`src/rtl/tile_pkg.sv`:
```
// Shared constants, types and register map of the programmable logic tile.
package tile_pkg;
   localparam int NUM_SLICES = 4;
   localparam int LUTS_PER_SLICE = 2;
   localparam int NUM_LUTS = 8;
   localparam int LUT_DEPTH = 16;
   localparam int RAM_SLICES = 3;
   localparam logic [7:0] CTRL_OFS = 8'h00;
   localparam logic [7:0] STATUS_OFS = 8'h04;
   localparam logic [3:0] CFG_PAGE = 4'h1;
   localparam logic [2:0] LUT_PAGE = 3'h1;
   localparam int CTRL_USER_BIT = 0;
   localparam int CTRL_FREE_BIT = 1;
   localparam int CFG_REG_LSB = 8;
   localparam int CFG_REG_STRIDE = 8;
   localparam int REG_INIT = 0;
   localparam int REG_ASYNC = 1;
   localparam int REG_NEG = 2;
   localparam int REG_LEVEL = 3;
   localparam int REG_DSEL = 4;
   localparam logic [31:0] CTRL_MASK = 32'h0000_0003;
   localparam logic [31:0] CFG_MASK = 32'h001F_1F03;
   localparam logic [31:0] CTRL_RST = 32'h0000_0000;
   localparam logic [31:0] CFG_RST = 32'h0000_0000;
   localparam logic [15:0] LUT_RST = 16'h0000;
   localparam logic [7:0] Q_RST = 8'h00;

   typedef enum logic [1:0] {
      MODE_LOGIC = 2'b00,
      MODE_RIPPLE = 2'b01,
      MODE_RAM = 2'b11,
      MODE_ROM = 2'b10
   } slice_mode_t;

   typedef struct packed {
      logic [3:0] lut1;
      logic [3:0] lut0;
      logic [1:0] m;
      logic [1:0] wd;
   } slice_route_t;

   typedef struct packed {
      slice_route_t [3:0] slice;
      logic clk;
      logic lsr;
      logic ce;
      logic wre;
      logic cs;
   } tile_in_t;

   typedef struct packed {
      logic [1:0] f;
      logic [1:0] q;
      logic [1:0] ofx;
   } slice_out_t;

   typedef struct packed {
      slice_out_t [3:0] slice;
      logic fco;
   } tile_out_t;
endpackage
```
`src/rtl/logic_tile.sv`:
```
// Programmable logic tile with four slices, configured over Avalon-MM.
//
// The Avalon-MM register port and the register addresses were decided locally.
`timescale 1ns/1ps
module logic_tile (
   input wire logic sys_clk,
   input wire logic rst_b,
   input wire logic [7:0] avs_address,
   input wire logic avs_read,
   input wire logic avs_write,
   input wire logic [31:0] avs_writedata,
   input wire logic [3:0] avs_byteenable,
   output logic [31:0] avs_readdata,
   output logic avs_waitrequest,
   input wire tile_pkg::tile_in_t route_in,
   input wire logic carry_in,
   input wire logic wide_in,
   output tile_pkg::tile_out_t route_out,
   output logic wide_out
);
   import tile_pkg::*;

   logic [31:0] ctrl_q;
   logic [31:0] ctrl_d;
   logic [NUM_SLICES-1:0][31:0] cfg_q;
   logic [NUM_SLICES-1:0][31:0] cfg_d;
   logic [NUM_LUTS-1:0][15:0] lut_q;
   logic [NUM_LUTS-1:0][15:0] lut_d;
   logic [NUM_LUTS-1:0] q_q;
   logic [NUM_LUTS-1:0] q_d;
   logic clk_q;
   logic ack_q;
   logic ack_d;
   logic [31:0] rdata_q;
   logic [31:0] rdata_d;

   logic req;
   logic wr_take;
   logic cfg_hit;
   logic lut_hit;
   logic user;
   logic free;
   logic rise;
   logic fall;
   logic [NUM_SLICES:0] carry;
   logic [NUM_SLICES-1:0][1:0] f;
   logic [NUM_SLICES-1:0][1:0] d_in;
   logic [NUM_SLICES-1:0] l5;
   logic [1:0] l6;
   logic l7;
   logic l8;
   logic [NUM_SLICES-1:0] ofx1;

   function automatic logic [31:0] merge(input logic [31:0] old, input logic [31:0] w,
                                         input logic [3:0] be);
      logic [31:0] m;
      m = old;
      for (int b = 0; b < 4; b++) begin
         if (be[b]) begin
            m[8*b+:8] = w[8*b+:8];
         end
      end
      return m;
   endfunction

   // A RAM request on a slice without write ports falls back to ROM.
   function automatic slice_mode_t eff_mode(input logic [31:0] cfg, input int s);
      slice_mode_t mode;
      mode = slice_mode_t'(cfg[1:0]);
      if (s >= RAM_SLICES && mode == MODE_RAM) begin
         mode = MODE_ROM;
      end
      return mode;
   endfunction

   function automatic logic reg_bit(input logic [31:0] cfg, input int r, input int field);
      return cfg[CFG_REG_LSB + r * CFG_REG_STRIDE + field];
   endfunction

   // Register bus: every access sees one wait cycle, then completes.
   assign req = avs_read | avs_write;
   assign avs_waitrequest = req & ~ack_q;
   assign avs_readdata = rdata_q;
   assign wr_take = avs_write & ack_q;
   assign cfg_hit = (avs_address[7:4] == CFG_PAGE);
   assign lut_hit = (avs_address[7:5] == LUT_PAGE);

   always_comb begin
      ack_d = req & ~ack_q;
      rdata_d = rdata_q;
      ctrl_d = ctrl_q;
      cfg_d = cfg_q;
      if (avs_read && !ack_q) begin
         rdata_d = 32'h0000_0000;
         if (avs_address[7:2] == CTRL_OFS[7:2]) begin
            rdata_d = ctrl_q;
         end else if (avs_address[7:2] == STATUS_OFS[7:2]) begin
            rdata_d = {23'h000000, user, q_q};
         end else if (cfg_hit) begin
            rdata_d = cfg_q[avs_address[3:2]];
         end else if (lut_hit) begin
            rdata_d = {16'h0000, lut_q[avs_address[4:2]]};
         end
      end
      if (wr_take) begin
         if (avs_address[7:2] == CTRL_OFS[7:2]) begin
            ctrl_d = merge(ctrl_q, avs_writedata, avs_byteenable) & CTRL_MASK;
         end else if (cfg_hit) begin
            cfg_d[avs_address[3:2]] = merge(cfg_q[avs_address[3:2]], avs_writedata,
                                            avs_byteenable) & CFG_MASK;
         end
      end
   end

   always_ff @(posedge sys_clk or negedge rst_b) begin
      if (!rst_b) begin
         ack_q <= 1'b0;
         rdata_q <= 32'h0000_0000;
         ctrl_q <= CTRL_RST;
         cfg_q <= {NUM_SLICES{CFG_RST}};
      end else begin
         ack_q <= ack_d;
         rdata_q <= rdata_d;
         ctrl_q <= ctrl_d;
         cfg_q <= cfg_d;
      end
   end

   // Tile clock: routed clock edges, or every cycle when free running is selected.
   assign user = ctrl_q[CTRL_USER_BIT];
   assign free = ctrl_q[CTRL_FREE_BIT];
   assign rise = free | (route_in.clk & ~clk_q);
   assign fall = free | (~route_in.clk & clk_q);

   assign carry[0] = carry_in;

   genvar s;
   generate
      for (s = 0; s < NUM_SLICES; s++) begin : g_slice
         slice_route_t rin;
         slice_mode_t mode;
         logic [1:0] lo;
         logic sum0;
         logic sum1;
         logic c1;
         logic cout;
         assign rin = route_in.slice[s];
         assign mode = eff_mode(cfg_q[s], s);
         assign lo[0] = lut_q[2*s][rin.lut0];
         assign lo[1] = lut_q[2*s+1][rin.lut1];
         // Lookup gives propagate, input A of each lookup gives generate.
         assign sum0 = lo[0] ^ carry[s];
         assign c1 = lo[0] ? carry[s] : rin.lut0[0];
         assign sum1 = lo[1] ^ c1;
         assign cout = lo[1] ? c1 : rin.lut1[0];
         assign f[s] = (mode == MODE_RIPPLE) ? {sum1, sum0} : lo;
         assign carry[s+1] = (mode == MODE_RIPPLE) ? cout : carry[s];
         assign l5[s] = rin.m[0] ? f[s][1] : f[s][0];
         assign d_in[s][0] = reg_bit(cfg_q[s], 0, REG_DSEL) ? rin.m[0] : f[s][0];
         assign d_in[s][1] = reg_bit(cfg_q[s], 1, REG_DSEL) ? rin.m[1] : f[s][1];
         assign route_out.slice[s].f = f[s];
         assign route_out.slice[s].q = q_q[2*s+1:2*s];
         assign route_out.slice[s].ofx = {ofx1[s], l5[s]};
      end
   endgenerate

   // Wider functions: pairs make six inputs, the tile seven, two tiles eight.
   assign l6[0] = route_in.slice[1].m[1] ? l5[1] : l5[0];
   assign l6[1] = route_in.slice[3].m[1] ? l5[3] : l5[2];
   assign l7 = route_in.slice[0].m[1] ? l6[1] : l6[0];
   assign l8 = route_in.slice[2].m[1] ? wide_in : l7;
   assign ofx1 = {l6[1], l8, l6[0], l7};
   assign wide_out = l7;
   assign route_out.fco = carry[NUM_SLICES];

   // Slice registers.
   always_comb begin
      logic [31:0] c;
      logic init;
      logic hit;
      int r;
      c = 32'h0000_0000;
      init = 1'b0;
      hit = 1'b0;
      r = 0;
      q_d = q_q;
      for (int k = 0; k < NUM_LUTS; k++) begin
         c = cfg_q[k/LUTS_PER_SLICE];
         r = k % LUTS_PER_SLICE;
         init = reg_bit(c, r, REG_INIT);
         if (reg_bit(c, r, REG_LEVEL)) begin
            hit = free | (reg_bit(c, r, REG_NEG) ? ~route_in.clk : route_in.clk);
         end else begin
            hit = reg_bit(c, r, REG_NEG) ? fall : rise;
         end
         if (!user) begin
            q_d[k] = init;
         end else if (route_in.lsr && reg_bit(c, r, REG_ASYNC)) begin
            q_d[k] = init;
         end else if (hit) begin
            if (route_in.lsr) begin
               q_d[k] = init;
            end else if (route_in.ce) begin
               q_d[k] = d_in[k/LUTS_PER_SLICE][r];
            end
         end
      end
   end

   // Lookup contents: bus writes, then distributed RAM writes on top.
   always_comb begin
      logic [31:0] w;
      slice_route_t sr;
      w = 32'h0000_0000;
      sr = '0;
      lut_d = lut_q;
      if (wr_take && lut_hit) begin
         w = merge({16'h0000, lut_q[avs_address[4:2]]}, avs_writedata, avs_byteenable);
         lut_d[avs_address[4:2]] = w[15:0];
      end
      for (int k = 0; k < RAM_SLICES * LUTS_PER_SLICE; k++) begin
         sr = route_in.slice[k/LUTS_PER_SLICE];
         if (user && rise && route_in.wre && route_in.cs &&
             eff_mode(cfg_q[k/LUTS_PER_SLICE], k/LUTS_PER_SLICE) == MODE_RAM) begin
            if (k % LUTS_PER_SLICE == 0) begin
               lut_d[k][sr.lut0] = sr.wd[0];
            end else begin
               lut_d[k][sr.lut1] = sr.wd[1];
            end
         end
      end
   end

   always_ff @(posedge sys_clk or negedge rst_b) begin
      if (!rst_b) begin
         clk_q <= 1'b0;
         q_q <= Q_RST;
         lut_q <= {NUM_LUTS{LUT_RST}};
      end else begin
         clk_q <= route_in.clk;
         q_q <= q_d;
         lut_q <= lut_d;
      end
   end
endmodule

```
`config.mk`:
```
export PLATFORM = sky130hd
export DESIGN_NAME = logic_tile
export DESIGN_NICKNAME = d
export VERILOG_FILES = /design/src/rtl/tile_pkg.sv /design/src/rtl/logic_tile.sv
export SDC_FILE = /design/constraint.sdc
export NUM_CORES = 1
export LEC_CHECK = 0
export BUFFER_PORTS_ARGS = -buffer_cell sky130_fd_sc_hd__clkbuf_2
export CAP_MARGIN = 15
export CORE_MARGIN = 2
export CORE_UTILIZATION = 50
export DETAILED_ROUTE_END_ITERATION = 10
export GPL_ROUTABILITY_DRIVEN = 0
export MAX_ROUTING_LAYER = met4
export PLACE_DENSITY = 0.71
export SYNTH_ARGS = -nofsm -noshare
export SYNTH_HDL_FRONTEND = slang
export SYNTH_SLANG_ARGS = --single-unit
```
`constraint.sdc`:
```
create_clock -name sys_clk -period 4.9 [get_ports sys_clk]
set_input_delay 0.98 -clock sys_clk [delete_from_list [all_inputs] [get_ports sys_clk]]
set_output_delay 0.98 -clock sys_clk [all_outputs]
set_load 0.005 [all_outputs]
```
# == Word level (Yosys, flattened, before mapping) ==
# Index checks and enable logic that the tools add are counted.
# totals
ff_bits,300
latch_bits,0
mem_bits_rw,0
romBits,0
inputBits,103
out_inout_bits,59
n_memories,0
# op_classes
addsub,0
multipliers,0
n_div,0
n_lt_le_gt_ge,18
eq_ne,27
shift,0
muxes,168
bitwise,27
reduce_logical,36
# ops
op,count
bitwise mux 128 bit,2
2-to-1 mux 32 bit,5
2-to-1 mux 16 bit,9
2-to-1 mux 1 bit,106
bitwise mux 16 bit,6
2-to-1 mux 96 bit,1
binary-select mux 32 bit (select 2 bit),1
demux 32 bit (select 2 bit),1
binary-select mux 16 bit (select 3 bit),1
demux 16 bit (select 3 bit),1
less-than comparator 4 x 5 -> 1 bit (second input constant),8
2-to-1 mux 5 bit,8
binary-select mux 1 bit (select 4 bit),8
2-to-1 mux 8 bit,4
!= test 4 x 3 -> 1 bit (second input constant),8
demux 1 bit (select 4 bit),6
greater-or-equal comparator 4 x 1 -> 1 bit (second input constant),6
logical AND 1 bit,24
!= test 3 x 1 -> 1 bit (second input constant),8
2-to-1 mux 2 bit,9
AND reduction 2 bit,8
OR 1 bit,11
equality test 2 x 1 -> 1 bit (second input constant),4
equality test 2 bit (second input constant),4
other kinds (13),27

# == Depth between registers and ports, before layout ==
# Gate-level depths: netlist of the first run.
# logic_depth
ltp_word,20
mapped_depth,12
depth_no_buf,9

# == Worst setup path before layout of the first run ==
# No wires, ideal clock.
# synth_timing
kind,input -> output
start,input route_in[33] in the netlist's numbering
end,output route_out[2] in the netlist's numbering
arrival_time_ns,3.762
path_slack_ns,0.158
stages,12
path_cell_list,clkbuf_1 -> mux4_2 -> mux4_2 -> buf_2 -> nor2b_1 -> nand2_1 -> o22ai_1 -> a211oi_2 -> a221oi_2 -> a32oi_1 -> o21ai_0 -> buf_4
# synth_via
elab_chain_cells,11
# synth_rtl
element,line,rtl
"start, declared",logic_tile.sv:15,"input wire tile_pkg::tile_in_t route_in,"
binary-select mux 1 bit (select 4 bit),logic_tile.sv:149,assign lo[0] = lut_q[2*s][rin.lut0];
2-to-1 mux 1 bit (not written as such),logic_tile.sv:149,
2-to-1 mux 1 bit,logic_tile.sv:153,assign c1 = lo[0] ? carry[s] : rin.lut0[0];
2-to-1 mux 1 bit,logic_tile.sv:155,assign cout = lo[1] ? c1 : rin.lut1[0];
2-to-1 mux 1 bit,logic_tile.sv:157,assign carry[s+1] = (mode == MODE_RIPPLE) ? cout : carry[s];
2-to-1 mux 1 bit,logic_tile.sv:153,
XOR 1 bit,logic_tile.sv:154,assign sum1 = lo[1] ^ c1;
2-to-1 mux 2 bit,logic_tile.sv:156,"assign f[s] = (mode == MODE_RIPPLE) ? {sum1, sum0} : lo;"
2-to-1 mux 1 bit,logic_tile.sv:158,assign l5[s] = rin.m[0] ? f[s][1] : f[s][0];
2-to-1 mux 1 bit (*),logic_tile.sv:169,assign l6[1] = route_in.slice[3].m[1] ? l5[3] : l5[2];
2-to-1 mux 1 bit (*),logic_tile.sv:170,assign l7 = route_in.slice[0].m[1] ? l6[1] : l6[0];
"end, declared",logic_tile.sv:18,"output tile_pkg::tile_out_t route_out,"
# Every way passes the cells marked *; elsewhere a longest branch is shown, timed or not. The select of a mux whose other input is x is not followed.

==> key figures, run 1 <==
Pwr
  – Internal power: ~3.3 mW
  – Comb power frac: 0.194
  – Psw: 1.38 mW
  – Pleak: between 7 and 8 nW
  – Sequential Power Share: 0.427
  – Power Density: between 200 and 300 nW/um^2
  – Max VDD drop: around 220 uV
  – Clock power frac: 0.379
  – Switching share of power: 0.295

Critical path
  – Req. time, crit path: 3.92 ns
  – Reg2Reg Depth: 7
  – Crit path kind: in2out
  – Critical Path Source Type: input pin
  – Crit. End Element: output pin
  – CP startpoint: route_in[26]
  – CP Data Arrival Time: 3.87 ns
  – Capturing point of the worst reg2reg path: lut_q[30]
  – Worst reg2reg path startpoint: ctrl_q[0]
  – Worst-path fanout max: 3
  – CP endpoint: route_out[14]
  – R2r setup slk: roughly 1.6 ns

GRT
  – Gr usage total: 0.317
  – Remaining Overflow, GRT: 0
  – Initial antenna violation count: 0
  – First-pass GRT wire length: 66,400 um
  – Largest net degree at the start of global routing: ~110
  – Vias in the first global route: approximately 11,000

Timing
  – Post-route setup TNS: 0 ns
  – Clk_skew: ~0.024 ns
  – Worst-Margin Slew: 1.17 ns
  – Min Tclk post-route: about 4.8 ns
  – Fmax: around 210 MHz
  – Worst hold slack: 0.506 ns
  – Final Hold Fails: 0
  – Final Max Slew Viols: 0
  – Final setup vio count: 0
  – Crit share post-route: 0.989
  – Max-slew headroom: 0.198

Routing
  – DRT antenna net count: 0
  – DR pass1 iterations: 6
  – Via count: about 12,000
  – DR vias/cell: about 6.4
  – Per-cell routed wire length: 24.2 um
  – Final wirelength: between 40,000 and 50,000 um
  – Drt drc: 0
  – DRT iter0 DRCs: approximately 1,400

Synthesis
  – Yosys warnings: 0
  – Ys async rst share: 1.00
  – Synth Area in Adders: 0
  – Sequential element share of the synthesized area: 0.390
  – Post-Syn Area: 13,400 um^2
  – Post-synth EDFFs: 0
  – Largest family of logic cells by synthesized area: multiplexers
  – Mux cell area share after synthesis: 0.275
  – Cells after Synth: approximately 1,300
  – Xor and xnor area share after synthesis: 0.0157
  – #FFs+latches synth: 209
  – Unique cell type count in the Yosys netlist: 60
  – Post-Synth Simple-Gate Area: 0.128
  – Top_reg_cell synth: dfrtp_1
  – Compound-cell area share of the yosys netlist: 0.150
  – Syn Area/Cell: about 10 um^2

Clock network
  – Clk buf depth: 3
  – Clock sinks: between 200 and 250
  – Clock Latency Late Sink: roughly 0.54 ns
  – CTS Buf Count: 24
  – CTS tree: built
  – Clock tree root driver cell: clkbuf_16
  – H-tree levels: 1
  – Worst-path clk slew: roughly 0.060 ns

Cells and area
  – Fill cells: between 2,000 and 2,500
  – Ratio of cells with drive above 1 in the final layout: 0.285
  – Number of diodes: 0
  – Final core utilization: 0.594
  – Layout area overhead: 16.0%
  – Fin nets: 1,572

Worst hold path
  – HP Class: reg2reg

Floorplan
  – Die height: 168 um
  – Starting Density: 0.512
  – Horiz. Die Dim: roughly 170 um
  – Core Area: about 26,000 um^2
  – Number of core rows: between 50 and 60
  – Die area: about 28,000 um^2
  – IO Pins: 162

Status
  – Status: finished, final reports clean

Job
  – Number of max-cap violations: 0

Place
  – Hpwl dp: approximately 32,000 um
  – Port bufs: 134
cell usage after synthesis (9+ instances only):
cell      number  share of area
buf_2         10         0.0037
a21oi_1      125          0.047
nand2_1      102          0.029
o21ai_0       83          0.031
mux4_2        77           0.13
clkbuf_1      71          0.020
nor2_1       139          0.039
dfrtp_1      209           0.39
xor2_1        13         0.0085
xnor2_1       11         0.0072
mux2i_1      147           0.11
and3_1        11         0.0051
or3_1          9         0.0042
nand2b_1      20         0.0093
a21o_1        13         0.0073
nor3_1        19         0.0071
a31o_2        31          0.020
nand3_1       21         0.0078
nor2b_1       19         0.0089
mux2_2        43          0.036
buf_4         14         0.0078
inv_1         21         0.0059
a22oi_1       12         0.0067
buf_1         13         0.0036
stage by stage:
| stage | area (um^2) | worst slack [ns] | cells | power [mW] |
|---|---|---|---|---|
| floorplan | 13500 | 0.158 | 1338 | 2.50 |
| global placement | 14600 | 0.00361 | 1769 | 2.86 |
| detailed placement | 14600 | -0.0708 | 1769 | 2.88 |
| CTS | 15400 | 0.00408 | 1811 | 4.65 |
| global route | 15600 | -0.103 | 1819 | 4.84 |
| finish | 15600 | 0.0541 | 1819 | 4.67 |
cells by family (layout without fill, tap and decap cells):
logic type                Yosys count  after routing
and+or+nand+nor                   374            374
buffers and inverters             130            276
other                               1             11
AOI/OAI and AO/OA                 323            323
xor gates and xnor gates           24             24
DFF                               209            209
muxes                             267            267
placed cells by master (no fill, tap or decap), types with 5 or more instances in the layout:
cell       count
a21o_1        13
a21oi_1      125
a22o_1         6
a22oi_1       12
a31o_2        30
and2_1         8
and3_1        11
buf_4         79
clkbuf_1       8
clkbuf_16     24
clkbuf_2     126
conb_1        11
dfrtp_1      209
inv_1         21
mux2_2        43
mux2i_1      146
mux4_2        77
nand2_1      102
nand2b_1      20
nand3_1       20
nand3b_1       6
nor2_1       139
nor2b_1       19
nor3_1        16
nor3b_1        5
o211ai_1       5
o21ai_0       82
o31a_1         8
or3_1          9
xnor2_1       11
xor2_1        13
power by group through the flow:
stage	registers (mW)	clock network [mW]	logic, mW
after floorplan	1.95	0	0.551
after global placement	2.01	0	0.847
after detailed placement	2.02	0	0.865
after CTS	1.99	1.79	0.874
after global routing	2.00	1.86	0.974
final	1.99	1.77	0.908
state kept, by name, indices dropped and copies added (netlist names):
signal        count
cfg_q            48
avs_readdata     21
ctrl_q            2
ack_q             1
q_q               8
clk_q             1
lut_q           128
how the worst min path moves through the flow:
stage	endpoint	cells after the start	startpoint
after CTS	cfg_q[96]	2	cfg_q[96]
after global routing	avs_readdata[16]	1	avs_readdata[16]
after global placement	avs_readdata[0]	2	avs_readdata[0]
final	cfg_q[96]	2	cfg_q[96]
after detailed placement	avs_readdata[15]	2	avs_readdata[15]
after floorplan	cfg_q[96]	2	cfg_q[96]
final cells by class:
class | count | area [um^2] | share of cell area
Sequential cell | 209 | 5230 | 0.336
Clock inverter | 7 | 98.8 | 0.00635
Multi-Input combinational cell | 999 | 7780 | 0.500
Inverter | 22 | 82.6 | 0.00530
Clock buffer | 34 | 658 | 0.0423
Tap cell | 335 | 419 | 0.0269
Timing Repair Buffer | 213 | 1300 | 0.0836
critical path: stages:
cell      delay, ns
buf_8          0.09
mux4_2         0.49
mux4_2         0.54
o31a_1         0.17
a22oi_4        0.27
a21boi_4       0.23
a211oi_2       0.10
a221oi_2       0.36
a32oi_2        0.21
o311ai_2       0.27
buf_2          0.15
repair_timing:
action                     4_1_cts  5_1_grt
setup endpoints to repair        3        4
hold buffers                     0        0
buffers inserted                 1        7
pin swaps                        5        7
resized for setup                4       29
routing by layer:
metal  up-vias  track usage  wire length, um
li1       5141            -                -
met1      5712        0.427            17800
met2       700        0.468            19600
met3       136       0.0649             4430
met4         0        0.141             2300
met5         -            -                0
Note: power is estimated with default switching activity, not from simulation.
==> inputs of run 2 (changes only) <==
Settings changed: PLACE_DENSITY 0.71 to 0.7.
Clock period 4.9 ns to 5.5 ns, I/O delays scaled along.
==> run 2 against run 1 <==
Count of clock-buffer cells in the layout rose by 4. Clock power fell by 9%. Combinational power fell by 16%. Clock skew fell by 0.013 ns. Critical path depth rose by 1. First-iteration DRC count fell by 9.5%. Via count fell by 2.4%. Register-to-register slack improved by 0.51 ns. Core utilization fell by 1.3 points. Sequential share of layout area rose by 0.78 points. Critical path type unchanged. Critical endpoint is now route_out[2].
==> key figures, run 2 (synthesis results as in run 1) <==
Clock network
  – CTS tree: built
  – CTS Buf Count: 24
  – Clock Latency Late Sink: 0.52 ns
  – Hold buffers post-CTS: 0
  – Clk buf depth: 3
  – Clock tree root driver cell: clkbuf_16
  – Worst-path clk slew: 0.05 ns
  – Clock sinks: 209
  – H-tree levels: 1

Routing
  – Drt drc: 0
  – DRT iter0 DRCs: about 1,300
  – Via count: 11,400
  – Per-cell routed wire length: ~24 um
  – DR vias/cell: 6.41
  – DR pass1 iterations: 9
  – DRT antenna net count: 0
  – Final wirelength: 42,800 um

Floorplan
  – IO Pins: ~160
  – Die height: around 170 um
  – Number of core rows: approximately 60
  – Starting Density: 0.512
  – Horiz. Die Dim: ~170 um
  – Die area: 28,200 um^2
  – Core Area: between 20,000 and 30,000 um^2

Cells and area
  – Max reg flops: approximately 130
  – Commonest non-fill, non-tap cell in the layout: dfrtp_1
  – Area of the multi-input gates: approximately 7700 um^2
  – Commonest non-fill, non-tap cells in the layout: 209 x dfrtp_1, 146 x mux2i_1, 139 x nor2_1
  – Final core utilization: 0.581
  – Sequential cell area: approximately 5200 um^2
  – Ratio of cells with drive above 1 in the final layout: 0.259
  – Post-route insts no fill: around 1,800
  – Layout area overhead: 13.4%
  – Reg with most FFs: lut_q
  – Final Cell Area: 15,200 um^2
  – Fill cells: between 2,000 and 2,500
  – Fin nets: around 1,500

Timing
  – Final Max Slew Viols: 0
  – RSZ-0062 raised after global routing: false
  – Clk_skew: approximately 0.011 ns
  – Post-route setup TNS: 0 ns
  – Max-slew headroom: 0.315
  – Final Hold Fails: 0
  – Fmax: 187 MHz
  – Crit share post-route: 0.971
  – Worst-Margin Slew: 1.02 ns
  – Min Tclk post-route: ~5.3 ns
  – Final setup vio count: 0

Place
  – Dpl cells: ~1,700
  – Port bufs: approximately 130
  – Hpwl dp: ~31,000 um
  – DP Area: 14,400 um^2

Critical path
  – Worst path slowest cell: mux4_2
  – Slowest stage delay, CP: 0.55 ns
  – Critical Path Source Type: input pin
  – Crit path kind: in2out
  – Critical path, cell by cell: clkbuf_2 > mux4_2 > mux4_2 > o31a_1 > a22oi_4 > a21boi_4 > a211oi_2 > a221oi_2 > a32oi_1 > buf_4 > o21ai_0 > clkbuf_2
  – Req. time, crit path: 4.40 ns
  – CP Data Arrival Time: between 4 and 5 ns
  – Worst-path fanout max: 8
  – Crit. End Element: output pin

Pwr
  – Max VDD drop: approximately 210 uV
  – Power Density: approximately 270 nW/um^2
  – Pleak: ~7.1 nW

GRT
  – Largest net degree at the start of global routing: 118
  – Remaining Overflow, GRT: 0
  – First-pass GRT wire length: about 64,000 um
  – Vias in the first global route: approximately 11,000
  – Gr usage total: 0.308
  – Initial antenna violation count: 1

Worst hold path
  – HP Class: reg2reg

Status
  – Status: finished, final reports clean

Job
  – Number of max-cap violations: 0
==> run 2: cell types whose count changed in the layout (fill, tap and decap cells not counted), moves of 3 or more <==
cell | before | now
buf_4 | 79 | 36
clkbuf_2 | 126 | 132
clkbuf_8 | 3 | 8
buf_2 | 3 | 0
==> run 2: routing by layer <==
layer  up-vias  wire length [um]  global-route usage
li1       5062                 -                   -
met1      5625             17300               0.401
met2       600             19400               0.468
met3       124              3800              0.0538
met4         0              2280               0.151
met5         -                 0                   -
==> run 2: timing repair <==
item | CTS | global route
setup buffers | 0 | 3
setup endpoints to repair | 0 | 3
gates resized for setup | 0 | 2
endpoints found under the hold margin | 0 | 0
==> run 2: where the power goes <==
part / total (mW) / internal (mW) / switching [mW]
logic: 0.765 / 0.328 / 0.436
clock network: 1.61 / 0.967 / 0.639
registers: 1.77 / 1.65 / 0.123
total: 4.14 / 2.94 / 1.20
==> run 2: cell type report <==
| class | count | share of cell area |
|---|---|---|
| Tap cell | 335 | 0.0275 |
| Clock buffer | 38 | 0.0489 |
| Antenna cell | 1 | 0.000164 |
| Clock inverter | 4 | 0.00296 |
| Inverter | 22 | 0.00543 |
| Sequential cell | 209 | 0.344 |
| Multi-Input combinational cell | 999 | 0.507 |
| Timing Repair Buffer | 171 | 0.0641 |
==> run 2: worst max-delay path, delay by kind of cell <==
| kind | cells | cell delay (ns) |
|---|---|---|
| muxes | 2 | 1.09 |
| buffers and inverters | 3 | 0.54 |
| AOI/OAI and AO/OA | 7 | 1.48 |
==> run 2: path summary, 6_finish.rpt <==
path	from	to	slack, ns	cells after the start
setup / recovery	route_in[26]	route_out[2]	0.16	12
hold / removal	avs_readdata[0]	avs_readdata[0]	0.50	2
setup reg to reg	ctrl_q[0]	lut_q[54]	2.06	6
hold reg to reg	avs_readdata[0]	avs_readdata[0]	0.50	2
max in group asynchronous	rst_b	lut_q[103]	3.73	2
min in group asynchronous	rst_b	cfg_q[18]	0.70	1
==> run 2: metrics by stage <==
step | worst slack, ns | power [mW] | hold WS (ns)
finish | 0.161 | 4.14 | 0.495
global route | 0.00767 | 4.29 | 0.518
CTS | 0.133 | 4.14 | 0.499
detailed placement | 0.150 | 2.54 | 0.484
global placement | 0.198 | 2.52 | 0.470
floorplan | 0.518 | 2.23 | 0.459
==> inputs of run 3 (changes only) <==
Settings changed: CORE_UTILIZATION 50 to 42, PLACE_DENSITY 0.7 to default.
==> run 3 against run 2 <==
First-iteration DRC count shrank 3.6%. Flip-flop and latch count is the same. Hold slack worse by 0.0080 ns. Worst setup slack got worse by 0.0087 ns. Via count shrank 1.8%. Power grew 2.4%. Critical path depth is 1 lower. Sequential power is essentially flat. Non-clock buffer count increased by 2. Maximum frequency fell by 0.16%. Final cell count up 3.9%. Design area is 0.81% higher. Critical path type unchanged. Critical endpoint is now route_out[14].
==> key figures, run 3 (synthesis results as in run 1) <==
Timing
  – Final setup vio count: 0
  – Clk_skew: around 0.013 ns
  – Post-route setup TNS: 0 ns
  – Final Max Slew Viols: 0
  – Min Tclk post-route: 5.35 ns
  – RSZ-0062 raised after global routing: false
  – Crit share post-route: 0.972
  – Max-slew headroom: 0.269
  – Worst-Margin Slew: 1.10 ns
  – Fmax: between 150 and 200 MHz
  – Final Hold Fails: 0

Critical path
  – Critical path, cell by cell: clkbuf_2 > mux4_2 > mux4_2 > o31a_1 > a22oi_4 > a21boi_2 > a211oi_2 > a221oi_2 > a32oi_2 > o311ai_2 > clkbuf_2
  – Crit. End Element: output pin
  – Crit-path leading delay family: compound AO/OA/AOI/OAI gates
  – Critical Path Source Type: input pin
  – WP buf/inv: 2
  – CP Data Arrival Time: roughly 4.3 ns
  – Slowest stage delay, CP: slightly below 0.6 ns
  – Worst-path fanout max: 7
  – Req. time, crit path: roughly 4.4 ns
  – Crit path kind: in2out
  – Worst path slowest cell: mux4_2

Pwr
  – Overall power: 4.24 mW
  – Max VDD drop: ~230 uV
  – Pleak: about 7.1 nW
  – Power Density: between 200 and 300 nW/um^2

Cells and area
  – Commonest non-fill, non-tap cell in the layout: dfrtp_1
  – Layout area overhead: 14.3%
  – Fill cells: between 2,000 and 3,000
  – Max reg flops: ~130
  – Ratio of cells with drive above 1 in the final layout: 0.262
  – Number of diodes: 0
  – Final Cell Area: about 15,000 um^2
  – Commonest non-fill, non-tap cells in the layout: 209 x dfrtp_1, 147 x mux2i_1, 139 x nor2_1
  – Fin nets: around 1,500
  – Reg with most FFs: lut_q

GRT
  – Gr usage total: 0.277
  – First-pass GRT wire length: 67,700 um
  – Initial antenna violation count: 0
  – Remaining Overflow, GRT: 0
  – Largest net degree at the start of global routing: slightly below 90
  – Vias in the first global route: between 10,000 and 15,000

Routing
  – DR vias/cell: a little over 6
  – Drt drc: 0
  – DRT antenna net count: 0
  – Via count: roughly 11,000
  – DR pass1 iterations: 5
  – Per-cell routed wire length: 24.2 um
  – DRT iter0 DRCs: ~1,200
  – Final wirelength: 44,700 um

Clock network
  – Worst-path clk slew: 0.06 ns
  – CTS Buf Count: 24
  – Clock sinks: 209
  – Clock Latency Late Sink: around 0.53 ns
  – CTS tree: built
  – H-tree levels: 1
  – Clk buf depth: 3
  – Clock tree root driver cell: clkbuf_16

Status
  – Status: finished, final reports clean

Floorplan
  – Core Area: ~31,000 um^2
  – Die area: 33,400 um^2
  – IO Pins: 162
  – Number of core rows: 65
  – Starting Density: 0.426
  – Die height: around 180 um
  – Horiz. Die Dim: around 180 um

Place
  – DP Area: about 14,000 um^2
  – Hpwl dp: approximately 33,000 um
  – Port bufs: 134

Worst hold path
  – HP Class: reg2reg

Job
  – Number of max-cap violations: 0
run 3: changes by cell type in the layout (fill, tap and decap cells not counted), moves of 2 or more:
cell / before / now
clkinv_2: 3 / 5
buf_4: 36 / 40
clkbuf_8: 8 / 5
a21boi_2: 0 / 2
bufinv_16: 1 / 3
run 3: final timing paths:
kind | slack [ns] | from | cells after the start | to
max | 0.15 | route_in[25] | 11 | route_out[14]
max in group asynchronous | 3.69 | rst_b | 2 | cfg_q[12]
min in group asynchronous | 0.55 | rst_b | 1 | avs_readdata[18]
min reg2reg | 0.49 | avs_readdata[0] | 2 | avs_readdata[0]
min | 0.49 | avs_readdata[0] | 2 | avs_readdata[0]
max reg2reg | 2.19 | ctrl_q[0] | 6 | lut_q[54]
run 3: through the flow:
step / hold slack (ns) / worst slack [ns] / utilization / cells
global placement: 0.467 / 0.191 / 0.460 / 1805
global route: 0.516 / 0.0142 / 0.487 / 1849
CTS: 0.493 / 0.129 / 0.487 / 1849
floorplan: 0.459 / 0.518 / - / 1338
detailed placement: 0.477 / 0.145 / 0.460 / 1805
finish: 0.487 / 0.152 / 0.487 / 1849
run 3: timing repair:
| item | 4_1_cts | 5_1_grt |
|---|---|---|
| setup endpoints to repair | 0 | 3 |
| resized for setup | 0 | 4 |
| hold endpoints to repair | 0 | 0 |
| buffers inserted | 0 | 0 |
| hold buffers | 0 | 0 |
run 3: layout make-up:
type,instances,area [um^2],area share
multi-input cells,999,7710,0.503
flip-flops and latches,209,5230,0.341
repair buffers,173,976,0.0636
clock buffers,36,717,0.0467
well taps,402,503,0.0328
clock inverters,8,115,0.00750
inverters,22,82.6,0.00538
run 3: power by group:
group	switching, mW	leakage, nW	internal, mW
Sequential	0.125	2.86	1.65
Combinational	0.439	3.87	0.326
Clock	0.667	0.413	1.04
run 3: tightest hold or removal path: stages (launching register included):
cell and delay (ns):
dfrtp_1 0.35, nand2_1 0.05, o21ai_0 0.06
run 3: per-layer routing:
metal / vias to the layer above / track usage / share of wire
met5: - / - / 0
met4: 0 / 0.0819 / 0.032
met3: 72 / 0.0389 / 0.077
met2: 526 / 0.435 / 0.47
met1: 5548 / 0.376 / 0.42
li1: 5058 / - / -
